<file path="src/shared/psc_pkg.sv">
/*
  Shared constants and types for the per-port operation control and
  link status register bank. Assumes a switch core that supplies one
  clock, a synchronous reset and a byte-wide register access port.
*/
package psc_pkg;

  // ----------------------------------------------------------------
  // Geometry
  // ----------------------------------------------------------------
  localparam int NUM_PORTS      = 7;
  localparam int PHY_LAST       = 5;
  localparam int ADDR_W         = 16;
  localparam int DATA_W         = 8;
  localparam int PORT_FIELD_LSB = 12;
  localparam int PORT_FIELD_W   = 4;
  localparam int OFS_W          = 12;

  // ----------------------------------------------------------------
  // Register offsets within a port page, reset values
  // ----------------------------------------------------------------
  localparam logic [OFS_W-1:0]  OFS_OP_CTRL   = 12'h020;
  localparam logic [OFS_W-1:0]  OFS_LINK_STAT = 12'h030;
  localparam logic [DATA_W-1:0] OP_CTRL_RST   = 8'h00;
  localparam logic [DATA_W-1:0] OP_CTRL_WMASK = 8'hC7;
  localparam logic [DATA_W-1:0] DATA_ZERO     = 8'h00;

  // ----------------------------------------------------------------
  // Field positions
  // ----------------------------------------------------------------
  localparam int CTL_LOCAL_LB   = 7;
  localparam int CTL_REMOTE_LB  = 6;
  localparam int CTL_HOST_TAG   = 2;
  localparam int CTL_QSPLIT_LSB = 0;
  localparam int QSPLIT_W       = 2;
  localparam int STAT_SPEED_LSB = 3;
  localparam int STAT_DUPLEX    = 2;
  localparam int STAT_TX_PAUSE  = 1;
  localparam int STAT_RX_PAUSE  = 0;

  // External MAC interface control bits that status mirrors
  localparam int EXT_CTL1_GIG    = 6;
  localparam int EXT_CTL0_FAST   = 4;
  localparam int EXT_CTL0_DUPLEX = 6;
  localparam int EXT_CTL0_TX_PSE = 5;
  localparam int EXT_CTL0_RX_PSE = 3;

  // Negotiation advertisement pause bits
  localparam int ADV_PAUSE_HI = 11;
  localparam int ADV_PAUSE_LO = 10;

  // ----------------------------------------------------------------
  // Encodings and carriers
  // ----------------------------------------------------------------
  typedef enum logic [1:0] {
    PSC_SPD_10   = 2'h0,
    PSC_SPD_100  = 2'h1,
    PSC_SPD_1000 = 2'h2
  } psc_speed_t;

  typedef enum logic [1:0] {
    PSC_Q_SINGLE = 2'h0,
    PSC_Q_TWO    = 2'h1,
    PSC_Q_FOUR   = 2'h2,
    PSC_Q_RSVD   = 2'h3
  } psc_qsplit_t;

  typedef struct packed {
    logic              valid;
    logic [DATA_W-1:0] data;
  } psc_stream_t;

  typedef struct packed {
    logic [DATA_W-1:0] ctl1;
    logic [DATA_W-1:0] ctl0;
  } psc_mac_cfg_t;

  typedef struct packed {
    logic        link_up;
    psc_speed_t  speed;
    logic        full_duplex;
    logic [15:0] adv;
    logic        tx_pause_ok;
    logic        rx_pause_ok;
  } psc_phy_state_t;

endpackage

</file>
<file path="src/verilog/psc_port_ctrl.sv">
/*
  Per-port operation control and link status register bank for a
  seven-port switch, with each port's loopback data path.
  Assumes the switch core's byte-wide register port (port number in
  the top address nibble), one clock and a synchronous reset.
*/
// Functional notes
// - Local loopback returns fabric egress traffic back into the fabric.
// - Remote loopback returns external receive data out the same port.
// - PHY ports loop line receive pair to line transmit pair.
// - MAC ports loop transmit data inputs to receive data outputs.
// - Host tagging bit marks the port as tail-tagged host port.
// - Queue split: 00 one, 01 two, 10 four queues, 11 reserved.
// - Speed status field: 00 10M, 01 100M, 10 1000M.
// - MAC port speed mirrors external interface speed control bits.
// - PHY port speed shows the actual established link speed.
// - Duplex bit: 1 full; MAC copies setting, PHY shows link.
// - MAC transmit pause status copies transmit pause enable.
// - MAC receive pause status copies receive pause enable.
// - PHY pause status needs advertisement, link up and negotiated pause.
// - Ports one to five are PHY ports, others are MAC ports.
`timescale 1ns/10ps
module psc_port_ctrl import psc_pkg::*; (
  // Clock and reset
  input  wire logic                           sys_clk_i,
  input  wire logic                           sys_rst_i,
  // Register access port
  input  wire logic                           reg_wr_i,
  input  wire logic                           reg_rd_i,
  input  wire logic [ADDR_W-1:0]              reg_addr_i,
  input  wire logic [DATA_W-1:0]              reg_wdata_i,
  output logic      [DATA_W-1:0]              reg_rdata_o,
  output logic                                reg_rvalid_o,
  // Fabric side streams
  input  wire psc_stream_t [NUM_PORTS:1]      fab_egr_i,
  output psc_stream_t      [NUM_PORTS:1]      fab_ing_o,
  // External side streams
  input  wire psc_stream_t [NUM_PORTS:1]      ext_rx_i,
  output psc_stream_t      [NUM_PORTS:1]      ext_tx_o,
  // Status sources
  input  wire psc_phy_state_t [PHY_LAST:1]    phy_state_i,
  input  wire psc_mac_cfg_t [NUM_PORTS:PHY_LAST+1] mac_cfg_i,
  // Configuration outputs to the forwarding logic
  output logic      [NUM_PORTS:1]             host_tag_en_o,
  output psc_qsplit_t [NUM_PORTS:1]           queue_split_o,
  output logic                                host_tag_multi_o
);

  // ----------------------------------------------------------------
  // Address decode
  // ----------------------------------------------------------------
  logic [PORT_FIELD_W-1:0] acc_port;
  logic [OFS_W-1:0]        acc_ofs;
  logic                    hit_ctrl;
  logic                    hit_stat;

  assign acc_port = reg_addr_i[PORT_FIELD_LSB +: PORT_FIELD_W];
  assign acc_ofs  = reg_addr_i[OFS_W-1:0];
  assign hit_ctrl = (acc_ofs == OFS_OP_CTRL);
  // Status offset is decoded only for reads, so writes there vanish
  assign hit_stat = (acc_ofs == OFS_LINK_STAT);

  // ----------------------------------------------------------------
  // Per-port registers, status and data path
  // ----------------------------------------------------------------
  logic [DATA_W-1:0] ctrl_reg   [1:NUM_PORTS];
  logic [DATA_W-1:0] stat_reg   [1:NUM_PORTS];
  logic [DATA_W-1:0] stat_next  [1:NUM_PORTS];
  logic [NUM_PORTS:1] tag_bits;

  genvar p;
  generate
    for (p = 1; p <= NUM_PORTS; p++) begin : g_port
      localparam logic [PORT_FIELD_W-1:0] PNUM = PORT_FIELD_W'(p);
      localparam bit IS_PHY = (p <= PHY_LAST);
      psc_phy_state_t phy_src;
      psc_mac_cfg_t   mac_src;

      // Reserved bits are masked off on write so they read zero
      always_ff @(posedge sys_clk_i) begin
        if (sys_rst_i) begin
          ctrl_reg[p] <= OP_CTRL_RST;
        end else if (reg_wr_i && hit_ctrl && acc_port == PNUM) begin
          ctrl_reg[p] <= reg_wdata_i & OP_CTRL_WMASK;
        end
      end

      if (IS_PHY) begin : g_phy
        assign phy_src = phy_state_i[p];
        assign mac_src = '0;
      end else begin : g_mac
        assign phy_src = '0;
        assign mac_src = mac_cfg_i[p];
      end

      psc_status_sel #(
        .IS_PHY   (IS_PHY)
      ) u_stat (
        .phy_i    (phy_src),
        .mac_i    (mac_src),
        .status_o (stat_next[p])
      );

      // Status is sampled every cycle; a read sees the prior cycle
      always_ff @(posedge sys_clk_i) begin
        if (sys_rst_i) begin
          stat_reg[p] <= DATA_ZERO;
        end else begin
          stat_reg[p] <= stat_next[p];
        end
      end

      psc_port_path u_path (
        .sys_clk_i   (sys_clk_i),
        .sys_rst_i   (sys_rst_i),
        .local_lb_i  (ctrl_reg[p][CTL_LOCAL_LB]),
        .remote_lb_i (ctrl_reg[p][CTL_REMOTE_LB]),
        .fab_egr_i   (fab_egr_i[p]),
        .ext_rx_i    (ext_rx_i[p]),
        .fab_ing_o   (fab_ing_o[p]),
        .ext_tx_o    (ext_tx_o[p])
      );

      always_ff @(posedge sys_clk_i) begin
        if (sys_rst_i) begin
          host_tag_en_o[p] <= 1'b0;
          queue_split_o[p] <= PSC_Q_SINGLE;
        end else begin
          host_tag_en_o[p] <= ctrl_reg[p][CTL_HOST_TAG];
          queue_split_o[p] <= psc_qsplit_t'(
            ctrl_reg[p][CTL_QSPLIT_LSB +: QSPLIT_W]);
        end
      end

      assign tag_bits[p] = ctrl_reg[p][CTL_HOST_TAG];
    end
  endgenerate

  // ----------------------------------------------------------------
  // Host tagging conflict
  // ----------------------------------------------------------------
  // Software owns the one-host-port limit; this flag only reports a
  // misconfiguration, it does not arbitrate between ports.
  logic tag_multi;

  always_comb begin
    tag_multi = 1'b0;
    for (int i = 1; i <= NUM_PORTS; i++) begin
      for (int j = i + 1; j <= NUM_PORTS; j++) begin
        if (tag_bits[i] && tag_bits[j]) begin
          tag_multi = 1'b1;
        end
      end
    end
  end

  always_ff @(posedge sys_clk_i) begin
    if (sys_rst_i) begin
      host_tag_multi_o <= 1'b0;
    end else begin
      host_tag_multi_o <= tag_multi;
    end
  end

  // ----------------------------------------------------------------
  // Read path
  // ----------------------------------------------------------------
  logic [DATA_W-1:0] rd_mux;

  always_comb begin
    rd_mux = DATA_ZERO;
    for (int i = 1; i <= NUM_PORTS; i++) begin
      if (acc_port == PORT_FIELD_W'(i)) begin
        if (hit_ctrl) begin
          rd_mux = ctrl_reg[i];
        end else if (hit_stat) begin
          rd_mux = stat_reg[i];
        end
      end
    end
  end

  // Unmapped or out-of-range reads answer zero with rvalid
  always_ff @(posedge sys_clk_i) begin
    if (sys_rst_i) begin
      reg_rdata_o  <= DATA_ZERO;
      reg_rvalid_o <= 1'b0;
    end else begin
      reg_rvalid_o <= reg_rd_i;
      if (reg_rd_i) begin
        reg_rdata_o <= rd_mux;
      end
    end
  end

endmodule // psc_port_ctrl

</file>
<file path="src/verilog/psc_port_path.sv">
/*
  One port's loopback data path between switch fabric and external
  interface. Assumes byte streams synchronous to the core clock.
*/
`timescale 1ns/10ps
module psc_port_path import psc_pkg::*; (
  // Clock and reset
  input  wire logic        sys_clk_i,
  input  wire logic        sys_rst_i,
  // Mode
  input  wire logic        local_lb_i,
  input  wire logic        remote_lb_i,
  // Streams
  input  wire psc_stream_t fab_egr_i,
  input  wire psc_stream_t ext_rx_i,
  output psc_stream_t      fab_ing_o,
  output psc_stream_t      ext_tx_o
);

  always_ff @(posedge sys_clk_i) begin
    if (sys_rst_i) begin
      fab_ing_o <= '0;
    end else if (local_lb_i) begin
      fab_ing_o <= fab_egr_i;
    end else if (remote_lb_i) begin
      // External receive never reaches the fabric in remote loopback
      fab_ing_o <= '0;
    end else begin
      fab_ing_o <= ext_rx_i;
    end
  end

  always_ff @(posedge sys_clk_i) begin
    if (sys_rst_i) begin
      ext_tx_o <= '0;
    end else if (remote_lb_i) begin
      ext_tx_o <= ext_rx_i;
    end else if (local_lb_i) begin
      ext_tx_o <= '0;
    end else begin
      ext_tx_o <= fab_egr_i;
    end
  end

endmodule // psc_port_path

</file>
<file path="src/verilog/psc_status_sel.sv">
/*
  Combinational link status byte for one port: negotiated state on
  integrated-PHY ports, mirrored configuration on external MAC ports.
*/
`timescale 1ns/10ps
module psc_status_sel import psc_pkg::*; #(
  parameter bit IS_PHY = 1'b1
) (
  // Sources
  input  wire psc_phy_state_t    phy_i,
  input  wire psc_mac_cfg_t      mac_i,
  // Status byte
  output logic [DATA_W-1:0]      status_o
);

  logic       adv_pause;
  psc_speed_t mac_speed;

  assign adv_pause = phy_i.adv[ADV_PAUSE_HI] | phy_i.adv[ADV_PAUSE_LO];
  assign mac_speed = mac_i.ctl1[EXT_CTL1_GIG] ? PSC_SPD_1000 :
                     (mac_i.ctl0[EXT_CTL0_FAST] ? PSC_SPD_100
                                                : PSC_SPD_10);

  always_comb begin
    status_o = DATA_ZERO;
    if (IS_PHY) begin
      status_o[STAT_SPEED_LSB +: 2] = phy_i.speed;
      status_o[STAT_DUPLEX]         = phy_i.full_duplex;
      status_o[STAT_TX_PAUSE]       = adv_pause & phy_i.link_up &
                                      phy_i.tx_pause_ok;
      status_o[STAT_RX_PAUSE]       = adv_pause & phy_i.link_up &
                                      phy_i.rx_pause_ok;
    end else begin
      status_o[STAT_SPEED_LSB +: 2] = mac_speed;
      status_o[STAT_DUPLEX]         = mac_i.ctl0[EXT_CTL0_DUPLEX];
      status_o[STAT_TX_PAUSE]       = mac_i.ctl0[EXT_CTL0_TX_PSE];
      status_o[STAT_RX_PAUSE]       = mac_i.ctl0[EXT_CTL0_RX_PSE];
    end
  end

endmodule // psc_status_sel

</file>
<file path="config.mk">
export PLATFORM = sky130hd
export DESIGN_NAME = psc_port_ctrl
export DESIGN_NICKNAME = d
export VERILOG_FILES = /design/src/shared/psc_pkg.sv /design/src/verilog/psc_port_ctrl.sv /design/src/verilog/psc_port_path.sv /design/src/verilog/psc_status_sel.sv
export SDC_FILE = /design/constraint.sdc
export NUM_CORES = 1
export LEC_CHECK = 0
export BUFFER_PORTS_ARGS = -buffer_cell sky130_fd_sc_hd__buf_2
export CAP_MARGIN = 40
export CORE_AREA = 3 3 177 179
export CTS_CLUSTER_SIZE = 8
export DETAILED_ROUTE_END_ITERATION = 10
export DIE_AREA = 0 0 180 182
export PLACE_DENSITY = 0.67
export SYNTH_ARGS = -nofsm -noshare
export SYNTH_HDL_FRONTEND = slang
export SYNTH_SLANG_ARGS = --single-unit
</file>
<file path="constraint.sdc">
create_clock -name sys_clk_i -period 2 [get_ports sys_clk_i]
set_input_delay 0.1 -clock sys_clk_i [delete_from_list [all_inputs] [get_ports sys_clk_i]]
set_output_delay 0.1 -clock sys_clk_i [all_outputs]
set_load 0.01 [all_outputs]
</file>
== Word level (Yosys, flattened, before mapping) ==
Memory sizes are Yosys's and may differ from the RTL's.
Index checks and enable logic that the tools add are counted.
W data, S select, Z words.
Cells by class
  eq/ne operators: 9
  muxes and demuxes: 112
  bitwise gates (word level): 34
  reductions and logical operators: 29
Operators with widths (count)
  $mux W9: 28
  $mux W8: 21
  $mux W5: 14
  $mux W1: 47
  $logic_and A1 B1 Y1: 29
  $eq A12 B6 Y1 const B: 2
  $or A1 B1 Y1: 19
  $eq A4 B3 Y1 const B: 4
  $and A1 B1 Y1: 15
  $eq A4 B2 Y1 const B: 2
  $eq A4 B1 Y1 const B: 1
  $mux W2: 2
Word-level totals
  flip-flop bits (word level): 157
  memory bits (writable): 70
  input bits: 296
  output and inout port bits: 157
  logic and storage cells: 231
  memories kept: 2
Memory list
  ctrl_reg: words 7, width 5, rd ports 7, clocked after memory_dff 0, wr ports 7, line psc_port_ctrl.sv:66  | logic [DATA_W-1:0] ctrl_reg [1:NUM_PORTS];
  stat_reg: words 7, width 5, rd ports 7, clocked after memory_dff 0, wr ports 7, line psc_port_ctrl.sv:67  | logic [DATA_W-1:0] stat_reg [1:NUM_PORTS];

== Longest topological paths before layout ==
Gate-level depths: netlist of run 1.
An unclocked memory read counts as a cell.
  word-level depth: 23
  depth in mapped cells: 7
  depth with buffers taken out: 5

== By module ==
A second synthesis of run 1 with hierarchy kept.
Unflattened totals
  cells, all modules: 1085
  area total of the unflattened synthesis: 10359.9 um^2
By module, submodules not included
  psc_port_path: instances 7, cells an instance 80, area an instance 718.2 um^2
  psc_port_ctrl: instances 1, cells an instance 462, area an instance 4848.4 um^2
  psc_status_sel (g_port[1].u_stat ...): instances 5, cells an instance 9, area an instance 68.8 um^2
  psc_status_sel (g_port[6].u_stat ...): instances 2, cells an instance 9, area an instance 70.1 um^2

== Least setup slack after synthesis of run 1 ==
OpenSTA, ideal clock, no wires.
  kind: input -> register
  start point: input port reg_addr_i[4]
  end point: register ctrl_reg[0][10] (netlist name)
  setup time: 0.374 ns
  arrival: 1.803 ns
  data required time: 1.626 ns
  slack: -0.176 ns
  stages on the path: 6
  buffers on the path: 2
  path through: buf_6 > or4b_4 > buf_6 > nor3_4 > nand2_1 > o21ai_0
RTL lines
  start, declared: line psc_port_ctrl.sv:30  | input wire logic [ADDR_W-1:0] reg_addr_i,

==> flow_summary_export.csv, run 1 <==
group,metric,value,unit
outcome,status,"finished clean",
worst_setup_path,rrSetupSlack,0.1,ns
yosys,synth_compound_area_share,16.5,%
clock_network,clock_path_buffers,3,
global_route,grt_pass1_vias,9071,
final_layout,register_area,0.00487,mm^2
yosys,synth_area,0.00833,mm^2
clock_network,cts_resized,0,
yosys,synth_largest_area_cell,"dfxtp_1",
timing,fmax,0.526,GHz
final_layout,final_area,0.0139,mm^2
clock_network,insertion_delay,0.48,ns
yosys,synth_top_family_by_area,"simple AND/OR/NAND/NOR gates",
power,p_switching,2.79,mW
power,pwr-share-seq,42.7,%
timing,finalCritPeriodShare,95.1,%
power,powerDensity,834,mW/mm^2
worst_setup_path,path_common_cell,"nor2_1",
worst_setup_path,critical_path.max_stage_delay,0.60,ns
timing,finalHoldViolCount,0,
clock_network,htreeDepth,2,
yosys,synthCells,813,
final_layout,multiInputGateArea,0.00318,mm^2
routing,antenna_left,0,
yosys,yosysMostFrequentCell,"dfxtp_1",
yosys,synthArstFlopShare,0,%
yosys,synth_fp_nets,1109,
min_path,min_from,"ext_rx_i[36]",
timing,post-route-min-period,1.90,ns
yosys,yosysSeqAreaShare,58.5,%
placement,gp_congestion,0.853,
placement,placed_area,0.0108,mm^2
timing,slew_viol_final,0,
routing,drc,0,
yosys,ys_ff_latch,226,
worst_setup_path,reg2reg_from,"ctrl_reg[0][39]$_SDFFCE_PN0P_",
clock_network,cts_made_buffers,34,
placement,dpl.hpwl,21.0,mm
routing,drt_iter0_drc,496,
final_layout,drive_gt1_share,32.5,%
min_path,holdPathEnd,"g_port[5].u_path.fab_ing_o[0]$_SDFF_PP0_",
final_layout,final_cells,1824,
clock_network,clk_pin_slew,0.05,ns
min_path,hold_class,"input pin to register",
die,start_util,28.0,%
final_layout,area_growth,67.1,%
yosys,netlist-cell-type-count,59,
worst_setup_path,path_buf_inv,2,
yosys,syn_area_per_cell,10.2,um^2
global_route,track_usage,18.9,%
placement,io_buffers,356,
clock_network,clock-sinks,226,
routing,wire_per_inst,17.9,um
die,dieArea,0.0328,mm^2
final_layout,nFillCells,2606,
worst_setup_path,cp.required,2.41,ns
worst_setup_path,arrival,2.31,ns
global_route,grt_max_degree,73,
die,row_count,63,
worst_setup_path,crit_slowest_cell,"dlygate4sd3_1",
placement,dp_cells,1550,
yosys,yosysWarnings,0,
final_layout,nets,1718,
timing,fin_ws,0.0989,ns
power,combPwrFrac,13.7,%
worst_setup_path,crit_type,"register to register",
placement,dp_slack,-0.0755,ns
yosys,synthXorXnorAreaFrac,0,%
yosys,yosys.area_share.simple,19.7,%
power,p_leak,6.25,nW
power,p_clk_share,43.6,%
routing,wl,32.6,mm
die,ioPinCount,453,
yosys,synth_edf_count,35,
flow_run,max_cap_viol_count,0,
routing,dr_total_vias,8796,
yosys,netlist.area_leader.share,45.9,%
timing,relSlewSlack,57.2,%
global_route,antenna_found_initial,2,
timing,fin_skew,0.0104,ns
timing,tightest_slew,0.625,ns
worst_setup_path,end_kind,"register",
power,p_int,8.83,mW
global_route,grt_pass1_wl,49.9,mm
die,core-area,0.0297,mm^2
timing,setup_viol,0,
power,vdd_drop_max,0.481,mV
clock_network,tritoncts,"built",
global_route,grt_overflow,0,
timing,hold_slack,0.0612,ns
power,p_sw_share,24.0,%
die,chipWidth,180,um
yosys,synth_fa_ha_area_share,0.120,%
timing,rsz0062_at_grt,"no",
worst_setup_path,critical_path.top_delay_family,"buffers and inverters",
clock_network,clockRootBuffer,"clkbuf_16",
yosys,yosys-top-cells-count,"191 x dfxtp_1, 165 x nor2_1, 113 x a22oi_1",
worst_setup_path,crit_path_start_kind,"register",
yosys,ys.flop_type,"dfxtp_1",
min_path,holdPathStages,4,
worst_setup_path,r2r_cells,5,
worst_setup_path,cp_max_fo,14,
worst_setup_path,reg2reg_to,"g_port[7].u_path.ext_tx_o[0]$_SDFF_PP0_",
final_layout,reg_top3,"g_port.u_path.ext_tx_o (63), g_port.u_path.fab_ing_o (63)",
routing,dr.pass1.iters,6,
routing,vias_per_cell,4.82,
yosys,synthMuxAreaShare,1.83,%
yosys,ys_top_cells_by_area,"dfxtp_1 46%, edfxtp_1 13%, a22oi_1 10%",
die,die_h,182,um
worst_setup_path,path_cells,"nor2_1 -> buf_4 -> a22oi_1 -> dlygate4sd3_1 -> nor2_1",
-- worst register-to-register path, cell delays in order, from the launching register on --
cell and delay, ns:
edfxtp_1 0.50, nor2_1 0.25, buf_4 0.25, a22oi_1 0.10, dlygate4sd3_1 0.60, nor2_1 0.13
-- timing repair --
item                                   in CTS  in global routing
endpoints found under the hold margin     200                  0
setup endpoints to repair                   0                  9
hold buffers                              218                  0
setup buffers                               0                  7
-- cells in the final DEF, fill, tap and decap left out, types with 3 or more instances in the layout --
| cell | synthesis | final |
|---|---|---|
| mux2_2 | 6 | 6 |
| a2111oi_0 | 7 | 7 |
| inv_1 | 13 | 13 |
| a221oi_1 | 3 | 3 |
| or3_1 | 3 | 3 |
| o22ai_1 | 3 | 3 |
| nor2_1 | 165 | 165 |
| buf_4 | 1 | 52 |
| nor3b_1 | 20 | 20 |
| and2_1 | 35 | 35 |
| edfxtp_1 | 35 | 35 |
| o211ai_1 | 5 | 5 |
| a21oi_1 | 29 | 29 |
| clkbuf_1 | 42 | 8 |
| o21ai_1 | 1 | 8 |
| nand2_1 | 4 | 4 |
| nor4bb_1 | 4 | 4 |
| mux2i_1 | 4 | 4 |
| nor2b_1 | 49 | 49 |
| o2111a_1 | 3 | 3 |
| a22oi_1 | 113 | 113 |
| o21ai_0 | 12 | 5 |
| clkbuf_16 | 0 | 35 |
| buf_2 | 1 | 355 |
| nand3_1 | 8 | 8 |
| dfxtp_1 | 191 | 191 |
| dlygate4sd3_1 | 0 | 218 |
| o21bai_1 | 3 | 3 |
-- worst max path at each step --
stage,from,endpoint,slack [ns],depth (start not counted)
CTS,ctrl_reg[0][9]$_SDFFCE_PN0P_,g_port[1].u_path.ext_tx_o[6]$_SDFF_PP0_,0.02,5
global route,ctrl_reg[0][39]$_SDFFCE_PN0P_,g_port[7].u_path.ext_tx_o[0]$_SDFF_PP0_,0.008,5
detailed placement,reg_addr_i[1],reg_rdata_o[0]$_SDFFE_PP0P_,-0.08,6
global placement,reg_addr_i[1],ctrl_reg[0][10]$_SDFFCE_PN0P_,0.004,6
floorplan,reg_addr_i[4],ctrl_reg[0][35]$_SDFFCE_PN0P_,-0.04,6
finish,ctrl_reg[0][39]$_SDFFCE_PN0P_,g_port[7].u_path.ext_tx_o[0]$_SDFF_PP0_,0.1,5
-- cells by family after synthesis --
kind of cell    Yosys count
compound gates          192
mux                      12
flops                   226
other cells               1
fa+ha+maj                 1
simple gates            313
buf+inv                  68
-- power groups by stage --
stage	clock network, mW	logic, mW	registers (mW)
after floorplan	0	0.462	5.11
after detailed placement	0	1.16	5.05
after global placement	0	1.15	5.05
final	5.07	1.59	4.96
after global routing	5.40	1.71	4.98
after CTS	5.19	1.52	4.96
-- final cells by class --
class / count / share of cell area (%)
Clock buffer: 43 / 6.51
Tap cell: 390 / 3.50
Antenna cell: 2 / 0.0359
Clock inverter: 3 / 0.135
Multi-Input combinational cell: 519 / 22.9
Inverter: 13 / 0.350
Sequential cell: 226 / 35.0
Timing Repair Buffer: 628 / 31.6
-- per-stage QoR --
stage,utilization (%),power [mW],TNS [ns]
2_1_floorplan,-,5.58,-1.52
3_3_place_gp,36.2,6.19,0
3_5_place_dp,36.2,6.22,-0.421
4_1_cts,46.6,11.7,0
5_1_grt,46.9,12.1,0
6_report,46.9,11.6,0
-- per-layer routing --
| metal | GRT usage [%] | vias up | share of wire [%] |
|---|---|---|---|
| met5 | 0 | - | 0 |
| met4 | 8.26 | 0 | 4.4 |
| met3 | 4.53 | 95 | 7.8 |
| met2 | 33.6 | 483 | 49 |
| met1 | 21.7 | 4116 | 39 |
| li1 | - | 4102 | - |
(Power assumes the default switching activity.)
==> run 2: changes to the inputs <==
--- a/config.mk
+++ b/config.mk
@@ -5,13 +5,14 @@
 export SDC_FILE = /design/constraint.sdc
 export NUM_CORES = 1
 export LEC_CHECK = 0
+export ABC_AREA = 1
 export BUFFER_PORTS_ARGS = -buffer_cell sky130_fd_sc_hd__buf_2
 export CAP_MARGIN = 40
-export CORE_AREA = 3 3 177 179
+export CORE_AREA = 3 3 176 178
 export CTS_CLUSTER_SIZE = 8
 export DETAILED_ROUTE_END_ITERATION = 10
-export DIE_AREA = 0 0 180 182
-export PLACE_DENSITY = 0.67
+export DIE_AREA = 0 0 179 181
+export PLACE_DENSITY = 0.68
 export SYNTH_ARGS = -nofsm -noshare
 export SYNTH_HDL_FRONTEND = slang
 export SYNTH_SLANG_ARGS = --single-unit
==> flow_summary_export.csv, run 2 <==
group,metric,value,unit
outcome,status,"finished clean",
final_layout,drive_gt1_share,26.3,%
yosys,syn_area_per_cell,7.82,um^2
yosys,yosys-top-cells-count,"360 x nand2_1, 191 x dfxtp_1, 138 x nor2_1",
die,ioPinCount,453,
yosys,ys.flop_type,"dfxtp_1",
timing,fin_skew,0.0148,ns
clock_network,clk_pin_slew,0.06,ns
timing,fmax,0.529,GHz
timing,post-route-min-period,1.89,ns
yosys,yosysSeqAreaShare,57.5,%
final_layout,nets,1994,
die,row_count,63,
power,finalPower,11.7,mW
placement,dp_cells,1807,
power,powerDensity,826,mW/mm^2
global_route,antenna_found_initial,2,
yosys,synthArstFlopShare,0,%
timing,fin_setup_tns,0,ns
timing,fin_ws,0.109,ns
routing,vias_per_cell,4.61,
timing,setup_viol,0,
clock_network,cts_made_buffers,34,
routing,drt_iter0_drc,569,
final_layout,final_common_cell,"nand2_1",
power,p_int,8.93,mW
timing,rsz0062_at_grt,"no",
global_route,grt_overflow,0,
yosys,synth_fp_nets,1381,
routing,antenna_left,0,
clock_network,htreeDepth,2,
worst_setup_path,crit_type,"register to register",
worst_setup_path,end_kind,"register",
die,dieArea,0.0324,mm^2
yosys,ys_ff_latch,226,
yosys,netlist-cell-type-count,31,
timing,finalCritPeriodShare,94.6,%
timing,tightest_slew,0.909,ns
routing,dr.pass1.iters,5,
yosys,synth_edf_count,35,
routing,wl,32.4,mm
yosys,synthCells,1085,
min_path,hold_class,"input pin to register",
clock_network,clock-sinks,226,
worst_setup_path,cp_max_fo,14,
routing,wire_per_inst,15.4,um
yosys,synth_area,0.00848,mm^2
final_layout,area_growth,67.1,%
yosys,yosysMostFrequentCell,"nand2_1",
final_layout,mostFrequentLayoutCells,"360 x nand2_1, 355 x buf_2, 236 x dlygate4sd3_1, 191 x dfxtp_1",
global_route,grt_max_degree,180,
power,p_switching,2.78,mW
routing,dr_total_vias,9687,
global_route,grt_pass1_wl,49.4,mm
worst_setup_path,arrival,2.31,ns
die,chipWidth,179,um
placement,io_buffers,356,
timing,relSlewSlack,39.4,%
power,vdd_drop_max,0.472,mV
placement,dpl.hpwl,20.3,mm
clock_network,tritoncts,"built",
die,core-area,0.0296,mm^2
power,p_sw_share,23.7,%
clock_network,clockRootBuffer,"clkbuf_16",
power,p_clk_share,44.8,%
timing,slew_viol_final,0,
power,pwr-share-seq,42.3,%
final_layout,final_cells,2103,
yosys,netlist.area_leader.share,45.1,%
die,start_util,28.7,%
power,combPwrFrac,12.9,%
final_layout,nFillCells,2665,
worst_setup_path,crit_path_start_kind,"register",
global_route,track_usage,19.1,%
worst_setup_path,cp.required,2.42,ns
placement,gp_congestion,0.861,
yosys,ys_top_cells_by_area,"dfxtp_1 45%, nand2_1 16%, edfxtp_1 12%",
timing,hold_slack,0.0514,ns
placement,dp_slack,0.257,ns
clock_network,clock_path_buffers,3,
flow_run,max_cap_viol_count,0,
yosys,yosysWarnings,0,
routing,drc,0,
global_route,grt_pass1_vias,9912,
final_layout,reg_top3,"g_port.u_path.ext_tx_o (63), g_port.u_path.fab_ing_o (63)",
timing,finalHoldViolCount,0,
yosys,synth_largest_area_cell,"dfxtp_1",
clock_network,insertion_delay,0.49,ns
die,die_h,181,um
power,p_leak,7.02,nW
run 2: metrics by stage:
step / instance area [um^2] / utilization [%]
2_1_floorplan: 8480 / -
3_3_place_gp: 10800 / 36.4
3_5_place_dp: 10800 / 36.4
4_1_cts: 14100 / 47.7
5_1_grt: 14200 / 47.9
6_report: 14200 / 47.9
run 2: path summary, 6_finish.rpt:
path                            slack [ns]  depth (start not counted)                                       end                           from
worst max register to register        0.11                          5  g_port[6].u_path.fab_ing_o[4]$_SDFF_PP0_  ctrl_reg[0][33]$_SDFFCE_PN0P_
worst min-delay path                  0.05                          3             ctrl_reg[0][17]$_SDFFCE_PN0P_                 reg_wdata_i[2]
worst min register to register        0.47                          2               reg_rdata_o[3]$_SDFFE_PP0P_    reg_rdata_o[3]$_SDFFE_PP0P_
worst max-delay path                  0.11                          5  g_port[6].u_path.fab_ing_o[4]$_SDFF_PP0_  ctrl_reg[0][33]$_SDFFCE_PN0P_
run 2: worst max-delay path: stages (launching register included):
cell and delay, ns:
edfxtp_1 0.39, nor2_2 0.32, buf_4 0.27, nand2_1 0.09
a21oi_1 0.16, dlygate4sd3_1 0.58
run 2: logic make-up after synthesis:
family	count (synthesis)	synth area share (%)
compound gates	157	9.71
buf+inv	144	6.59
flops	226	57.5
other cells	1	0.0442
simple gates	557	26.2
run 2: what timing repair did:
action / CTS / global route
buffers inserted: 0 / 9
resized for setup: 0 / 1
hold endpoints to repair: 163 / 0
endpoints found under the setup margin: 0 / 12
hold buffers: 236 / 0
run 2: layout make-up:
type	instances	area (um^2)	area share, %
antenna	4	10.0	0.0706
clock buffer	46	970	6.84
clock inverter	1	5.00	0.0353
inverter	95	358	2.53
multi-input combinational	715	3050	21.5
sequential	226	4870	34.4
tap	390	488	3.44
timing repair buffer	626	4410	31.2
run 2: power by group through the flow:
stage / sequential, mW / combinational (mW) / clock [mW]
6_report: 4.96 / 1.51 / 5.24
4_1_cts: 4.97 / 1.44 / 5.34
5_1_grt: 4.97 / 1.64 / 5.55
2_1_floorplan: 5.11 / 0.422 / 0
3_3_place_gp: 5.05 / 1.05 / 0
3_5_place_dp: 5.05 / 1.07 / 0
run 2: layer usage:
layer,track usage [%],up-vias,wire length [um]
met1,21.0,4404,12100
met5,0,-,0
li1,-,4632,-
met2,33.3,534,15800
met4,10.6,0,1700
met3,4.67,117,2770
==> run 3: changes to the inputs <==
--- a/config.mk
+++ b/config.mk
@@ -12,7 +12,7 @@
 export CTS_CLUSTER_SIZE = 8
 export DETAILED_ROUTE_END_ITERATION = 10
 export DIE_AREA = 0 0 179 181
-export PLACE_DENSITY = 0.68
+export PLACE_DENSITY_LB_ADDON = 0.25
 export SYNTH_ARGS = -nofsm -noshare
 export SYNTH_HDL_FRONTEND = slang
 export SYNTH_SLANG_ARGS = --single-unit
==> flow_summary_export.csv, run 3 (synthesized netlist as in run 2, its figures left out) <==
group,metric,value,unit
outcome,status,"finished clean",
timing,finalCritPeriodShare,96.8,%
power,finalPower,11.5,mW
min_path,holdPathStages,3,
clock_network,clockRootBuffer,"clkbuf_16",
worst_setup_path,rrSetupSlack,0.06,ns
routing,drc,0,
worst_setup_path,crit_type,"register to register",
min_path,holdPathEnd,"ctrl_reg[0][22]$_SDFFCE_PN0P_",
final_layout,nFillCells,2776,
die,start_util,28.7,%
flow_run,max_cap_viol_count,0,
routing,drt_iter0_drc,477,
timing,fin_skew,0.0226,ns
timing,finalHoldViolCount,0,
die,die_h,181,um
min_path,min_from,"reg_wdata_i[2]",
clock_network,htreeDepth,2,
final_layout,area_growth,66.0,%
routing,dr_total_vias,9250,
clock_network,clock-sinks,226,
worst_setup_path,r2r_cells,5,
routing,wl,30.5,mm
timing,post-route-min-period,1.94,ns
final_layout,drive_gt1_share,26.1,%
global_route,antenna_found_initial,2,
routing,antenna_left,0,
global_route,busiest_layer,"met2",
power,p_leak,6.98,nW
global_route,grt_overflow,0,
worst_setup_path,crit_path_start_kind,"register",
timing,tightest_slew,0.880,ns
die,ioPinCount,453,
timing,setup_viol,0,
global_route,use_met1,20.1,%
clock_network,cts_made_buffers,34,
final_layout,final_common_cell,"nand2_1",
clock_network,insertion_delay,0.50,ns
final_layout,mostFrequentLayoutCells,"360 x nand2_1, 355 x buf_2, 235 x dlygate4sd3_1, 191 x dfxtp_1, 138 x nor2_1",
power,vdd_drop_max,0.555,mV
die,core-area,0.0296,mm^2
timing,slew_viol_final,0,
global_route,grt_pass1_wl,46.9,mm
die,dieArea,0.0324,mm^2
clock_network,tritoncts,"built",
worst_setup_path,end_kind,"register",
global_route,grt_pass1_vias,9348,
placement,io_buffers,356,
routing,dr.pass1.iters,5,
timing,relSlewSlack,41.3,%
global_route,use_met2,32.4,%
final_layout,nets,1988,
placement,gp_congestion,0.794,
global_route,grt_max_degree,180,
worst_setup_path,cp.required,2.42,ns
final_layout,reg_top3,"g_port.u_path.ext_tx_o (63), g_port.u_path.fab_ing_o (63)",
worst_setup_path,cp_max_fo,18,
worst_setup_path,arrival,2.36,ns
global_route,track_usage,18.0,%
routing,wire_per_inst,14.6,um
worst_setup_path,reg2reg_to,"g_port[5].u_path.ext_tx_o[1]$_SDFF_PP0_",
worst_setup_path,reg2reg_from,"ctrl_reg[0][29]$_SDFFCE_PN0P_",
placement,dpl.hpwl,20.3,mm
power,powerDensity,818,mW/mm^2
clock_network,clock_path_buffers,3,
global_route,gr-usage-met3,3.97,%
clock_network,cts_resized,0,
timing,fmax,0.516,GHz
min_path,hold_class,"input pin to register",
timing,hold_slack,0.0508,ns
routing,vias_per_cell,4.42,
die,chipWidth,179,um
clock_network,clk_pin_slew,0.05,ns
die,row_count,63,
==> run 3: changes by cell type in the layout (fill, tap and decap cells not counted) <==
cell | previous run | this run
buf_4 | 34 | 29
clkbuf_16 | 37 | 34
clkbuf_8 | 1 | 2
clkinv_2 | 2 | 1
clkinv_8 | 0 | 1
diode_2 | 4 | 2
dlygate4sd3_1 | 236 | 235
inv_6 | 0 | 2
nor2_1 | 137 | 138
nor2_2 | 2 | 1
==> run 3: worst max-delay path, stage by stage (launching register included) <==
cell and delay (ns):
edfxtp_1 0.61, nor2_1 0.17, buf_4 0.25, nand2_1 0.09
a21oi_1 0.15, dlygate4sd3_1 0.58
==> run 3: layout make-up <==
class                   count  area (um^2)  share of cell area [%]
well taps                 390          488                    3.47
clock buffers              44          908                    6.45
repair buffers            620         4370                    31.0
inverters                  95          358                    2.54
diodes                      2         5.00                  0.0355
clock inverters             3         33.8                   0.240
multi-input cells         715         3050                    21.6
flip-flops and latches    226         4870                    34.6
==> run 3: power by group <==
group	switching (mW)	total, mW	internal (mW)
combinational	0.700	1.43	0.733
sequential	0.118	4.99	4.87
clock	1.95	5.09	3.15
==> run 3: repair_timing <==
item	in CTS	in global routing
buffers inserted	0	13
hold endpoints to repair	163	0
hold buffers	235	0
endpoints found under the setup margin	0	7
==> run 3: metrics by stage <==
step	instances	utilization, %	area, um^2	setup WS (ns)	setup TNS [ns]
finish	2095	47.6	14100	0.0637	0
global route	2095	47.6	14100	-0.000926	-0.000926
CTS	2080	47.3	14000	0.0835	0
detailed placement	1798	36.1	10700	0.282	0
global placement	1798	36.1	10700	0.319	0
floorplan	1085	-	8480	0.376	0
==> run 3: routing by layer <==
layer  wire length [um]  share of wire, %
met4               1090               3.6
met3               2350               7.7
met2              15000                49
met1              12000                39
met5                  0                 0
==> run 3: worst max path at each step <==
stage / startpoint / to / slack [ns] / depth (start not counted)
after floorplan: reg_addr_i[11] / ctrl_reg[0][30]$_SDFFCE_PN0P_ / 0.38 / 7
final: ctrl_reg[0][29]$_SDFFCE_PN0P_ / g_port[5].u_path.ext_tx_o[1]$_SDFF_PP0_ / 0.06 / 5
after global placement: reg_addr_i[9] / ctrl_reg[0][33]$_SDFFCE_PN0P_ / 0.32 / 9
after CTS: ctrl_reg[0][24]$_SDFFCE_PN0P_ / g_port[4].u_path.ext_tx_o[2]$_SDFF_PP0_ / 0.08 / 5
after global routing: ctrl_reg[0][29]$_SDFFCE_PN0P_ / g_port[5].u_path.ext_tx_o[1]$_SDFF_PP0_ / -0.0009 / 5
after detailed placement: reg_addr_i[9] / ctrl_reg[0][33]$_SDFFCE_PN0P_ / 0.28 / 9
